[src/shared/sysdec_pkg.sv]
package sysdec_pkg;

  ////////////////////////////////////////////////////////////////////////////
  // bus widths and transfer sizes
  localparam int          ADDR_W    = 32;
  localparam int          DATA_W    = 32;
  localparam int          OFFSET_W  = 14;
  localparam logic [1:0]  SIZE_BYTE = 2'h0;
  localparam logic [1:0]  SIZE_HALF = 2'h1;
  localparam logic [1:0]  SIZE_WORD = 2'h2;

  ////////////////////////////////////////////////////////////////////////////
  // target indices
  localparam int NTGT          = 25;
  localparam int TGT_FLASH     = 0;
  localparam int TGT_SRAM      = 1;
  localparam int TGT_WATCHDOG  = 2;
  localparam int TGT_GPIO_A    = 3;
  localparam int TGT_GPIO_B    = 4;
  localparam int TGT_GPIO_C    = 5;
  localparam int TGT_GPIO_D    = 6;
  localparam int TGT_SYNC_SER  = 7;
  localparam int TGT_UART0     = 8;
  localparam int TGT_UART1     = 9;
  localparam int TGT_I2C       = 10;
  localparam int TGT_GPIO_E    = 11;
  localparam int TGT_PWM       = 12;
  localparam int TGT_TIMER0    = 13;
  localparam int TGT_TIMER1    = 14;
  localparam int TGT_TIMER2    = 15;
  localparam int TGT_ADC       = 16;
  localparam int TGT_COMPARE   = 17;
  localparam int TGT_FLASH_CTL = 18;
  localparam int TGT_SYS_CTL   = 19;
  localparam int TGT_TRACE     = 20;
  localparam int TGT_WATCHPT   = 21;
  localparam int TGT_PATCH_BKP = 22;
  localparam int TGT_CORE_PERI = 23;
  localparam int TGT_TRACE_PRT = 24;

  ////////////////////////////////////////////////////////////////////////////
  // window bases and offset masks, indexed by target
  localparam logic [31:0] WIN_4K   = 32'h0000_0FFF;
  localparam logic [31:0] WIN_16K  = 32'h0000_3FFF;
  localparam logic [31:0] TGT_BASE [NTGT] = '{
    32'h0000_0000, 32'h2000_0000, 32'h4000_0000, 32'h4000_4000, 32'h4000_5000,
    32'h4000_6000, 32'h4000_7000, 32'h4000_8000, 32'h4000_C000, 32'h4000_D000,
    32'h4002_0000, 32'h4002_4000, 32'h4002_8000, 32'h4003_0000, 32'h4003_1000,
    32'h4003_2000, 32'h4003_8000, 32'h4003_C000, 32'h400F_D000, 32'h400F_E000,
    32'hE000_0000, 32'hE000_1000, 32'hE000_2000, 32'hE000_E000, 32'hE004_0000};
  localparam logic [NTGT-1:0] TGT_IS_FLASH = 25'h000_0001;
  // only flash and sram hold code; device windows never execute
  localparam logic [NTGT-1:0] TGT_EXEC     = 25'h000_0003;
  // device and strongly ordered windows
  localparam logic [NTGT-1:0] TGT_DEVICE   = 25'h1FF_FFFC;

  ////////////////////////////////////////////////////////////////////////////
  // bit-band alias windows
  localparam logic [31:0] BB_SRAM_ALIAS = 32'h2200_0000;
  localparam logic [31:0] BB_SRAM_SPAN  = 32'h0001_FFFF;
  localparam logic [31:0] BB_SRAM_BASE  = 32'h2000_0000;
  localparam logic [31:0] BB_PERI_ALIAS = 32'h4200_0000;
  localparam logic [31:0] BB_PERI_SPAN  = 32'h01FF_FFFF;
  localparam logic [31:0] BB_PERI_BASE  = 32'h4000_0000;

  ////////////////////////////////////////////////////////////////////////////
  // sequencer states
  typedef enum logic [4:0] {
    ST_IDLE     = 5'h01,
    ST_XFER     = 5'h02,
    ST_BB_READ  = 5'h04,
    ST_BB_ARM   = 5'h08,
    ST_BB_WRITE = 5'h10
  } state_t;

endpackage : sysdec_pkg

[src/hdl/bitband_map.sv]
`timescale 1ns/100ps
`default_nettype none

module bitband_map
  import sysdec_pkg::*;
(
  input  wire logic [31:0] addr,
  output logic             isAlias,
  output logic [31:0]      physAddr,
  output logic [4:0]       bitIdx
);

  wire logic        sramHit;
  wire logic        periHit;
  wire logic [31:0] wordOff;
  wire logic [31:0] aliasBase;

  assign sramHit   = (addr & ~BB_SRAM_SPAN) == BB_SRAM_ALIAS;
  assign periHit   = (addr & ~BB_PERI_SPAN) == BB_PERI_ALIAS;
  // each alias word stands for one bit: 32 alias bytes per target byte
  assign wordOff   = {12'h000, addr[24:7], 2'b00};
  assign aliasBase = sramHit ? BB_SRAM_BASE : BB_PERI_BASE;
  assign isAlias   = sramHit | periHit;
  assign physAddr  = aliasBase | wordOff;
  assign bitIdx    = addr[6:2];

endmodule : bitband_map

`default_nettype wire

[src/hdl/region_lookup.sv]
`timescale 1ns/100ps
`default_nettype none

module region_lookup
  import sysdec_pkg::*;
(
  input  wire logic [31:0]         addr,
  output logic      [NTGT-1:0]     hit,
  output logic                     miss,
  output logic      [OFFSET_W-1:0] offset
);

  logic [OFFSET_W-1:0] part [NTGT];
  logic [OFFSET_W-1:0] acc  [NTGT+1];

  assign acc[0] = '0;

  genvar i;
  generate
    for (i = 0; i < NTGT; i = i + 1) begin : g_win
      localparam logic [31:0] MASK = TGT_IS_FLASH[i] ? WIN_16K : WIN_4K;
      // upper bits select the window, the rest is the local offset
      assign hit[i]   = (addr & ~MASK) == TGT_BASE[i];
      assign part[i]  = hit[i] ? addr[OFFSET_W-1:0] & MASK[OFFSET_W-1:0] : '0;
      assign acc[i+1] = acc[i] | part[i];
    end
  endgenerate

  assign offset = acc[NTGT];
  assign miss   = ~|hit;

endmodule : region_lookup

`default_nettype wire

[src/hdl/system_address_decoder.sv]
`timescale 1ns/100ps
`default_nettype none

// Function
// - one fixed 4 GB byte map, never remapped while running.
// - any access into reserved space ends with a bus fault.
// - little-endian lanes for word, halfword and byte transfers.
// - flash answers 0x0000_0000-0x0000_3FFF; rest of code region reserved.
// - sram answers 0x2000_0000-0x2000_0FFF; rest of sram region reserved.
// - sram alias window maps each word onto one sram bit, atomically.
// - peripheral alias window maps each word onto one peripheral bit.
// - watchdog at 0x4000_0000; following range up to port A reserved.
// - four 4 KB windows from 0x4000_4000 select ports A to D.
// - serial port, two uarts and i2c windows; gaps reserved.
// - port E at 0x4002_4000; surroundings reserved.
// - pwm at 0x4002_8000 and three timers from 0x4003_0000.
// - adc at 0x4003_8000, comparators at 0x4003_C000; gaps reserved.
// - flash controller at 0x400F_D000; gap before it reserved.
// - system control at 0x400F_E000; space up to alias reserved.
// - trace unit, watchpoint unit, patch unit from 0xE000_0000.
// - core peripheral window at 0xE000_E000.
// - trace port at 0xE004_0000; everything above reserved.
// - each target sees only its local offset within its window.
// - peripheral accesses stay in program order and never execute.
module system_address_decoder
  import sysdec_pkg::*;
(
  input  wire logic                clk,
  input  wire logic                rst_n,
  input  wire logic                mReq,
  input  wire logic                mWrite,
  input  wire logic                mInstr,
  input  wire logic [1:0]          mSize,
  input  wire logic [31:0]         mAddr,
  input  wire logic [31:0]         mWdata,
  output logic                     mBusy,
  output logic                     mDone,
  output logic                     mFault,
  output logic      [31:0]         mRdata,
  output logic      [NTGT-1:0]     tgtSel,
  output logic                     tgtReq,
  output logic                     tgtWrite,
  output logic                     tgtDevice,
  output logic      [3:0]          tgtByteEn,
  output logic      [OFFSET_W-1:0] tgtOffset,
  output logic      [31:0]         tgtWdata,
  input  wire logic [31:0]         tgtRdata,
  input  wire logic                tgtDone
);

  ////////////////////////////////////////////////////////////////////////////
  // address translation and window decode

  wire logic                isAlias;
  wire logic [31:0]         aliasPhys;
  wire logic [4:0]          aliasBit;
  wire logic [31:0]         effAddr;
  wire logic [NTGT-1:0]     hit;
  wire logic                miss;
  wire logic [OFFSET_W-1:0] offset;

  bitband_map u_bitband (
    .addr     (mAddr),
    .isAlias  (isAlias),
    .physAddr (aliasPhys),
    .bitIdx   (aliasBit)
  );

  // alias accesses are decoded at the word that holds the bit
  assign effAddr = isAlias ? aliasPhys : mAddr;

  // the table is constant: no window ever moves
  region_lookup u_lookup (
    .addr   (effAddr),
    .hit    (hit),
    .miss   (miss),
    .offset (offset)
  );

  ////////////////////////////////////////////////////////////////////////////
  // request checks

  wire logic misaligned;
  wire logic badSize;
  wire logic xnFetch;
  wire logic reqFault;

  assign misaligned = (mSize == SIZE_HALF && mAddr[0]) ||
                      (mSize == SIZE_WORD && mAddr[1:0] != 2'h0);
  assign badSize    = mSize == 2'h3;
  // fetches only from code-bearing windows, never from device space
  assign xnFetch    = mInstr && (isAlias || ~|(hit & TGT_EXEC));
  // reserved holes in every region land in miss
  assign reqFault   = miss | misaligned | badSize | xnFetch;

  ////////////////////////////////////////////////////////////////////////////
  // little-endian lane steering

  wire logic [3:0]  byteOne;
  wire logic [3:0]  laneEn;
  wire logic [31:0] laneWdata;

  assign byteOne   = 4'h1 << mAddr[1:0];
  assign laneEn    = isAlias             ? 4'hF :
                     mSize == SIZE_BYTE  ? byteOne :
                     mSize == SIZE_HALF  ? (mAddr[1] ? 4'hC : 4'h3) :
                                           4'hF;
  assign laneWdata = mSize == SIZE_BYTE ? {4{mWdata[7:0]}} :
                     mSize == SIZE_HALF ? {2{mWdata[15:0]}} :
                                          mWdata;

  ////////////////////////////////////////////////////////////////////////////
  // sequencer

  state_t     state;
  state_t     next_state;
  logic       reqWrite;
  logic [1:0] reqSize;
  logic [1:0] reqLane;
  logic [4:0] reqBit;
  logic       reqSet;

  wire logic reqTaken;
  wire logic inIdle;

  assign inIdle   = state == ST_IDLE;
  // one transfer in flight at a time keeps device accesses in order
  assign reqTaken = inIdle && mReq;

  always_comb begin
    next_state = state;
    case (state)
      ST_IDLE: begin
        if (reqTaken && !reqFault) begin
          next_state = isAlias ? ST_BB_READ : ST_XFER;
        end
      end
      ST_XFER: begin
        if (tgtDone) begin
          next_state = ST_IDLE;
        end
      end
      ST_BB_READ: begin
        if (tgtDone) begin
          next_state = reqWrite ? ST_BB_ARM : ST_IDLE;
        end
      end
      ST_BB_ARM: begin
        next_state = ST_BB_WRITE;
      end
      ST_BB_WRITE: begin
        if (tgtDone) begin
          next_state = ST_IDLE;
        end
      end
      default: begin
        next_state = ST_IDLE;
      end
    endcase
  end

  always_ff @(posedge clk or negedge rst_n) begin
    if (!rst_n) begin
      state <= ST_IDLE;
    end else begin
      state <= next_state;
    end
  end

  ////////////////////////////////////////////////////////////////////////////
  // captured request attributes

  always_ff @(posedge clk or negedge rst_n) begin
    if (!rst_n) begin
      reqWrite <= 1'b0;
      reqSize  <= SIZE_BYTE;
      reqLane  <= 2'h0;
      reqBit   <= 5'h00;
      reqSet   <= 1'b0;
    end else if (reqTaken) begin
      reqWrite <= mWrite;
      reqSize  <= mSize;
      reqLane  <= mAddr[1:0];
      reqBit   <= aliasBit;
      reqSet   <= mWdata[0];
    end
  end

  ////////////////////////////////////////////////////////////////////////////
  // read data and bit merge

  wire logic [31:0] shifted;
  wire logic [31:0] readValue;
  wire logic [31:0] bitMask;
  wire logic [31:0] mergedWord;
  wire logic        lastDone;
  wire logic        bbReadDone;

  assign shifted    = tgtRdata >> {reqLane, 3'b000};
  assign readValue  = reqSize == SIZE_BYTE ? {24'h00_0000, shifted[7:0]} :
                      reqSize == SIZE_HALF ? {16'h0000, shifted[15:0]} :
                                             shifted;
  assign bitMask    = 32'h0000_0001 << reqBit;
  assign mergedWord = reqSet ? (tgtRdata | bitMask) : (tgtRdata & ~bitMask);
  assign bbReadDone = state == ST_BB_READ && tgtDone;
  assign lastDone   = tgtDone && (state == ST_XFER || state == ST_BB_WRITE ||
                                  (bbReadDone && !reqWrite));

  ////////////////////////////////////////////////////////////////////////////
  // target side

  always_ff @(posedge clk or negedge rst_n) begin
    if (!rst_n) begin
      tgtReq <= 1'b0;
    end else if (reqTaken && !reqFault) begin
      tgtReq <= 1'b1;
    end else if (state == ST_BB_ARM) begin
      tgtReq <= 1'b1;
    end else if (tgtDone) begin
      tgtReq <= 1'b0;
    end
  end

  always_ff @(posedge clk or negedge rst_n) begin
    if (!rst_n) begin
      tgtSel    <= '0;
      tgtDevice <= 1'b0;
      tgtOffset <= '0;
      tgtByteEn <= 4'h0;
    end else if (reqTaken && !reqFault) begin
      tgtSel    <= hit;
      tgtDevice <= |(hit & TGT_DEVICE);
      tgtOffset <= offset;
      tgtByteEn <= laneEn;
    end else if (lastDone) begin
      tgtSel    <= '0;
      tgtDevice <= 1'b0;
      tgtByteEn <= 4'h0;
    end
  end

  // an alias write first reads the word, then writes it back merged
  always_ff @(posedge clk or negedge rst_n) begin
    if (!rst_n) begin
      tgtWrite <= 1'b0;
      tgtWdata <= 32'h0000_0000;
    end else if (reqTaken && !reqFault) begin
      tgtWrite <= mWrite && !isAlias;
      tgtWdata <= laneWdata;
    end else if (bbReadDone && reqWrite) begin
      tgtWrite <= 1'b1;
      tgtWdata <= mergedWord;
    end else if (lastDone) begin
      tgtWrite <= 1'b0;
    end
  end

  ////////////////////////////////////////////////////////////////////////////
  // master side answer

  always_ff @(posedge clk or negedge rst_n) begin
    if (!rst_n) begin
      mBusy <= 1'b0;
    end else if (reqTaken && !reqFault) begin
      mBusy <= 1'b1;
    end else if (lastDone) begin
      mBusy <= 1'b0;
    end
  end

  always_ff @(posedge clk or negedge rst_n) begin
    if (!rst_n) begin
      mDone  <= 1'b0;
      mFault <= 1'b0;
    end else begin
      mDone  <= (reqTaken && reqFault) || lastDone;
      mFault <= reqTaken && reqFault;
    end
  end

  // a fault returns zero data; the master must not use it anyway
  always_ff @(posedge clk or negedge rst_n) begin
    if (!rst_n) begin
      mRdata <= 32'h0000_0000;
    end else if (reqTaken && reqFault) begin
      mRdata <= 32'h0000_0000;
    end else if (bbReadDone && !reqWrite) begin
      mRdata <= {31'h0000_0000, tgtRdata[reqBit]};
    end else if (lastDone) begin
      mRdata <= reqWrite ? 32'h0000_0000 : readValue;
    end
  end

  ////////////////////////////////////////////////////////////////////////////
  // the remaining windows come straight from the constant
  // table in the lookup; no further logic distinguishes them here

endmodule : system_address_decoder

`default_nettype wire

[config.mk]
export PLATFORM = sky130hd
export DESIGN_NAME = system_address_decoder
export DESIGN_NICKNAME = d
export VERILOG_FILES = /design/src/shared/sysdec_pkg.sv /design/src/hdl/bitband_map.sv /design/src/hdl/region_lookup.sv /design/src/hdl/system_address_decoder.sv
export SDC_FILE = /design/constraint.sdc
export NUM_CORES = 1
export LEC_CHECK = 0
export BUFFER_PORTS_ARGS = -buffer_cell sky130_fd_sc_hd__buf_2
export CORE_AREA = 2 2 123 125
export CTS_BUF_LIST = sky130_fd_sc_hd__clkbuf_16
export CTS_CLUSTER_DIAMETER = 100
export DETAILED_ROUTE_END_ITERATION = 6
export DIE_AREA = 0 0 125 127
export GPL_TIMING_DRIVEN = 0
export PLACE_DENSITY = 0.88
export SLEW_MARGIN = 10
export SYNTH_ARGS = -nofsm -noshare
export SYNTH_HDL_FRONTEND = slang
export SYNTH_SLANG_ARGS = --single-unit
export TNS_END_PERCENT = 20
[constraint.sdc]
create_clock -name clk -period 6.7 [get_ports clk]
set_clock_uncertainty 0.05 [all_clocks]
set_input_delay 0.67 -clock clk [delete_from_list [all_inputs] [get_ports clk]]
set_output_delay 0.67 -clock clk [all_outputs]
set_load 0.02 [all_outputs]
== Yosys cells after proc, flatten, opt, wreduce, memory -nomap -nowiden ==
Index checks and enable logic that the tools add are counted.

* Register bits: 129
* Bits of input ports: 104
* Output and inout port bits: 113
* Logic and storage cells: 188

* Magnitude comparators: 1
* Equality and inequality tests: 38
* Shifts and indexed selects: 3
* Multiplexer cells: 62
* Bitwise gates (word level): 32
* Reduce and logical (&&, ||, !) cells: 35

{| class="wikitable"
|+ Operators with widths
! cell !! count
|-
| 32-bit 2-to-1 mux || 12
|-
| 20-bit by 19-bit == test with 1-bit output, second input constant || 18
|-
| 12-bit 2-to-1 mux || 24
|-
| 14-bit bitwise OR || 15
|-
| 14-bit by 12-bit bitwise OR with 14-bit output || 9
|-
| 20-bit == test, second input constant || 5
|-
| 25-bit 2-to-1 mux || 2
|-
| 32-bit bitwise AND || 1
|-
| 32-bit zero test || 1
|-
| 32-bit inverter || 1
|-
| 32-bit bitwise OR || 1
|-
| 1-bit by 5-bit << shifter with 32-bit output, first input constant || 1
|-
| 32-bit by 5-bit >> shifter with 32-bit output || 1
|-
| 31-bit 2-to-1 mux || 1
|-
| 31-bit by 20-bit bitwise OR with 31-bit output || 1
|-
| 4-bit 2-to-1 mux || 7
|-
| 25-bit OR reduction || 1
|-
| 23-bit OR reduction || 1
|-
| 20-bit by 18-bit == test with 1-bit output, second input constant || 1
|-
| 5-bit one-hot mux with 4 select lines || 1
|-
| 15-bit by 13-bit == test with 1-bit output, second input constant || 1
|-
| 5-bit 2-to-1 mux || 3
|-
| 14-bit 2-to-1 mux || 1
|-
| 1-bit logical AND || 11
|-
| other kinds (23) || 51
|}

== Depth between registers and ports, before layout ==
* Word-level depth: 30
* Mapped depth: 14
* Depth with buffers taken out: 10

== Modules after synthesis ==
From an unflattened synthesis, not the netlist that was laid out.

* Cells, all modules: 897
* Area total of the unflattened synthesis: 8,187.9 um2

{| class="wikitable"
|+ By module, submodules not included
! module !! times used !! cells each !! area each (um2) !! seq. area each (um2)
|-
| system_address_decoder || 1 || 758 || 7,198.2 || 3,229.3
|-
| region_lookup || 1 || 92 || 648.1 || 0.0
|-
| bitband_map || 1 || 47 || 341.6 || 0.0
|}

== Worst setup path after synthesis ==
No wires, ideal clock.

* Path type: input to register
* Start: input port mAddr[18]
* End: register tgtWdata[0]
* Library setup time: 127 ps
* Arrival: 3,648 ps
* Required time: 6,523 ps
* Setup slack: 2,875 ps
* Stages on the path: 13
* Buffers on the path: 4
* Cell sequence: clkbuf_1 > or4_1 > o41ai_4 > a21oi_1 > o211a_1 > a32oi_1 > o2111ai_1 > or3_1 > buf_4 > nand3_2 > buf_6 > buf_6 > mux2_1

* Cells in the longest elaborated chain, start to end: 13
* Elaborated cells between the ends (all ways): 43
* Those cells by class: 25 x eq/ne; 3 x mux; 5 x bitwise; 10 x reduce/logical

{| class="wikitable"
|+ RTL lines
! what !! RTL line !! source
|-
| start: declaration || system_address_decoder.sv:34 || <nowiki>input wire logic [31:0] mAddr,</nowiki>
|-
| 15-bit by 13-bit == test with 1-bit output || bitband_map.sv:18 || <nowiki>assign sramHit = (addr & ~BB_SRAM_SPAN) == BB_SRAM_ALIAS;</nowiki>
|-
| 31-bit 2-to-1 mux || bitband_map.sv:22 || <nowiki>assign aliasBase = sramHit ? BB_SRAM_BASE : BB_PERI_BASE;</nowiki>
|-
| 31-bit by 20-bit bitwise OR with 31-bit output || bitband_map.sv:24 || <nowiki>assign physAddr = aliasBase | wordOff;</nowiki>
|-
| 32-bit 2-to-1 mux || system_address_decoder.sv:70 || <nowiki>assign effAddr = isAlias ? aliasPhys : mAddr;</nowiki>
|-
| 20-bit by 18-bit == test with 1-bit output, or another cell as far along || region_lookup.sv:23 || <nowiki>assign hit[i] = (addr & ~MASK) == TGT_BASE[i];</nowiki>
|-
| 25-bit OR reduction / 2-bit OR reduction (equally long branches) || region_lookup.sv:30, system_address_decoder.sv:92 ||
|-
| 1-bit zero test, on equally long branches || region_lookup.sv:30, system_address_decoder.sv:92 ||
|-
| 1-bit bitwise OR / 1-bit logical OR (equally long branches) || system_address_decoder.sv:94, system_address_decoder.sv:92 ||
|-
| 1-bit bitwise OR / 1-bit logical AND (equally long branches) || system_address_decoder.sv:94, system_address_decoder.sv:92 ||
|-
| 1-bit bitwise OR * || system_address_decoder.sv:94 || <nowiki>assign reqFault = miss | misaligned | badSize | xnFetch;</nowiki>
|-
| 1-bit zero test * || system_address_decoder.sv:247 || <nowiki>end else if (reqTaken && !reqFault) begin</nowiki>
|-
| 1-bit logical AND * || system_address_decoder.sv:247 ||
|-
| 32-bit 2-to-1 mux / 2-bit nonzero test (equally long branches) || n/a ||
|-
| end signal: assignment || system_address_decoder.sv:249 || <nowiki>tgtWdata <= laneWdata;</nowiki>
|-
| end signal: assignment || system_address_decoder.sv:252 || <nowiki>tgtWdata <= mergedWord;</nowiki>
|-
| end: declaration || system_address_decoder.sv:46 || <nowiki>output logic [31:0] tgtWdata,</nowiki>
|}

Every way passes the cells marked *; elsewhere a longest branch is shown, timed or not.
A chain may end at the register's enable or synchronous reset.

== Worst setup path in the final report ==
* Start: input port mAddr[28]
* End: register tgtDevice

* Cells in the longest elaborated chain, start to end: 13
* Elaborated cells between the ends (all ways): 45
* Those cells by class: 26 x eq/ne; 3 x mux; 5 x bitwise; 11 x reduce/logical

{| class="wikitable"
|+ RTL lines
! what !! RTL line !! source
|-
| 15-bit by 13-bit == test with 1-bit output || bitband_map.sv:18 ||
|-
| 31-bit 2-to-1 mux || bitband_map.sv:22 ||
|-
| 31-bit by 20-bit bitwise OR with 31-bit output || bitband_map.sv:24 ||
|-
| 32-bit 2-to-1 mux || system_address_decoder.sv:70 ||
|-
| 20-bit by 18-bit == test with 1-bit output, or another cell as far along || region_lookup.sv:23 ||
|-
| 25-bit OR reduction / 2-bit OR reduction (equally long branches) || region_lookup.sv:30, system_address_decoder.sv:92 ||
|-
| 1-bit zero test, on equally long branches || region_lookup.sv:30, system_address_decoder.sv:92 ||
|-
| 1-bit bitwise OR / 1-bit logical OR (equally long branches) || system_address_decoder.sv:94, system_address_decoder.sv:92 ||
|-
| 1-bit bitwise OR / 1-bit logical AND (equally long branches) || system_address_decoder.sv:94, system_address_decoder.sv:92 ||
|-
| 1-bit bitwise OR || system_address_decoder.sv:94 ||
|-
| 1-bit zero test || system_address_decoder.sv:230 || <nowiki>end else if (reqTaken && !reqFault) begin</nowiki>
|-
| 1-bit logical AND || system_address_decoder.sv:230 ||
|-
| 1-bit 2-to-1 mux / 2-bit nonzero test (equally long branches) || n/a ||
|-
| end signal: assignment || system_address_decoder.sv:232 || <nowiki>tgtDevice <= |(hit & TGT_DEVICE);</nowiki>
|-
| end: declaration || system_address_decoder.sv:43 || <nowiki>output logic tgtDevice,</nowiki>
|}

Several ways; a longest one is shown, not always the timed one.

==> flow_summary.yaml <==
timing:
  max_freq_mhz: 236
  hold_slack_ns: 0.134
  finalMaxSlewViolations: 0
  rsz0062_at_grt: "no"
  max_slew_margin: 0.335
  period_needed_ns: 4.24
  fin_tns_setup_ns: 0
  finalCritPeriodShare: 0.633
  setup_violations: 0
  worst_pin_slew_ns: 0.995
  hold_viol: 0
clock_network:
  cts_root_buffer: "clkbuf_16"
  clk_latency_ns: 0.43
  cts.sinks: 129
  post_cts_buffers: 0
  cts_tree: "built"
  clockBufferDepth: 2
  path_clk_slew_ns: 0.06
  cts-hold-fix-buffers: 0
  htreeDepth: 4
  ctsResizeCount: 0
  cts_buffers: 17
placed_design:
  dpl_cell_area_sq_um: 9580
  io_buffers: 212
  gp_congestion: 0.983
  place_hpwl_um: 23400
power_and_ir_drop:
  p_leak_nw: 4.99
  power_mw: 2.11
  p_per_area_nw_per_um2: 207
  ir_worst_vdd_mv: 0.185
final_layout:
  regArea_sq_um: 3230
  final_area_sq_um: 10200
  postLayoutCoreUtil: 0.707
  areaGrowthSynthToFinish_pct: 23.5
  drive_above_1_share: 0.270
  fillCellCount: 1174
  multiInputGateArea_sq_um: 4630
  diodes: 0
  finalNetCount: 1275
detailed_routing:
  via_count: 8995
  drt_first_iter_violations: 1094
  wirelength_um: 30800
  wl_per_cell_um: 22.6
  vias_per_cell: 6.58
  dr.pass1.iters: 6
  antenna_left: 0
  route.detailed.drc: 0
global_routing:
  grt_use_met1: 0.553
  grt_pass1_wl_um: 47000
  grt_start_max_net_pins: 76
  grt_pass1_vias: 8316
  grt_antenna_before_repair: 1
  grtUsageMet3: 0.108
  use_met2: 0.560
  overflow: 0
  grt.total_usage: 0.381
  busiest_layer: "met2"
run:
  cap_violations: 0
hold_path:
  hp-class: "in -> async"
synthesis:
  synth_edf_count: 0
  ys_async_sr_fraction: 1.00
  synth_cells: 939
  synth_cell_type_count: 69
  synth-main-ff-cell: "dfrtp_1"
  ys_ff_latch: 129
  netlist_area_sq_um: 8250
  synth_area_per_cell_sq_um: 8.79
  seq_area_frac_synth: 0.391
  yosysWarningCount: 0
  syn-num-nets: 1043
critical_path:
  start_kind: "primary input"
  end_kind: "register"
  reg2reg_slack_ns: 3.73
  worstPathRequired_ns: 6.92
  r2r-end: "tgtWdata[31]"
  worst-path-max-fanout: 10
  r2r_cells: 8
  arrival_ns: 4.47
  timing.rr.start: "reqBit[0]"
  crit_type: "in -> reg"
  crit_start: "mAddr[28]"
die:
  die_area_sq_um: 15900
  pin_count: 217
  die_y_um: 127
  initial_core_util: 0.572
  rows: 44
  die_x_um: 125
  core_sq_um: 14400
outcome:
  outcome: "completed"
==> worst max path at each step <==
stage | to | slack, ns | cells after the start
floorplan | tgtWdata[0] | 2.87 | 13
global placement | tgtWdata[0] | 2.15 | 14
detailed placement | tgtWdata[0] | 2.17 | 14
CTS | tgtWdata[0] | 2.62 | 14
global route | tgtDevice | 2.29 | 12
finish | tgtDevice | 2.46 | 12
==> metrics by stage <==
step	cells	setup WS, ns
2_1_floorplan	939	2.87
3_3_place_gp	1335	2.15
3_5_place_dp	1336	2.17
4_1_cts	1367	2.62
5_1_grt	1367	2.29
6_report	1367	2.46
==> critical path, stage by stage <==
cell and delay [ns]:
buf_2 0.15, nor4b_2 0.86, nand3_1 0.37, nand2_1 0.32, a2111oi_0 0.13, o311ai_1 0.39, o2111ai_1 0.24, or3_1 0.39
buf_4 0.17, nand2_1 0.11, clkbuf_1 0.48, a21oi_1 0.17
==> flip-flops by register name (all words and copies together), names as in the netlist, 2 cells and up <==
signal     cells
mRdata        32
reqSize        2
tgtSel        25
tgtOffset     14
reqLane        2
reqBit         5
tgtWdata      32
tgtByteEn      4
state          5
==> where the power goes <==
part	total [mW]	switching [mW]	leakage [nW]	internal [mW]
logic	0.320	0.209	2.93	0.112
registers	0.796	0.00786	1.78	0.788
clock network	0.994	0.375	0.287	0.619
==> kinds of logic (layout without fill, tap and decap cells) <==
kind of cell / count (synthesis) / count (layout) / share of synthesized area
XOR/XNOR: 2 / 2 / 0.00212
buffers and inverters: 86 / 330 / 0.0472
AND/OR/NAND/NOR: 352 / 352 / 0.202
multiplexers: 98 / 98 / 0.138
flip-flops: 129 / 129 / 0.391
AO/OA/AOI/OAI: 272 / 272 / 0.219
==> cells in the final DEF (no fill, tap or decap), drive strengths merged, types with 6 or more instances in the layout <==
cell type  count
buf          240
nand2        150
dfrtp        128
o21ai         93
nor2          70
clkbuf        67
mux2i         61
a21oi         55
nand3         41
o211ai        29
mux2          27
nor3          23
a221o         19
a21o          13
a22oi         11
inv           11
nand2b        10
mux4          10
a32o           9
nand4          7
or4            6
and2           6
nor4           6
nor2b          6
o31ai          6
==> Yosys cell counts (all sizes together), types with 4 or more instances <==
cell | count | share of area
a21oi | 55 | 0.034
a32o | 9 | 0.011
and2 | 6 | 0.0045
nor4b | 4 | 0.0050
nor2 | 70 | 0.034
a221o | 19 | 0.023
buf | 27 | 0.020
nand2 | 150 | 0.069
o31ai | 6 | 0.0055
nor3 | 23 | 0.015
nand2b | 10 | 0.0076
clkbuf | 50 | 0.023
a22oi | 11 | 0.010
nor2b | 6 | 0.0045
mux2i | 61 | 0.074
nor4 | 6 | 0.0045
mux4 | 10 | 0.027
nand4b | 4 | 0.0042
o21ai | 93 | 0.057
a21o | 13 | 0.012
or4 | 6 | 0.0055
o41ai | 5 | 0.0076
o211ai | 29 | 0.026
and3 | 4 | 0.0030
mux2 | 27 | 0.037
nand4 | 7 | 0.0053
nand3 | 41 | 0.026
nand3b | 5 | 0.0045
nor3b | 4 | 0.0036
o2111ai | 5 | 0.0053
inv | 9 | 0.0041
dfrtp | 128 | 0.39
==> metal layers <==
layer | wire length [um] | share of wire
met1 | 12800 | 0.41
met2 | 13600 | 0.44
met3 | 3620 | 0.12
met4 | 884 | 0.029
met5 | 13 | 0.00042
==> layout make-up <==
class	count	share of cell area
inverters	9	0.00331
clock inverters	14	0.0185
flip-flops and latches	129	0.317
multi-input cells	724	0.455
repair buffers	213	0.107
clock buffers	17	0.0417
well taps	184	0.0226
plain buffers	77	0.0349
(Power assumes the default switching activity.)
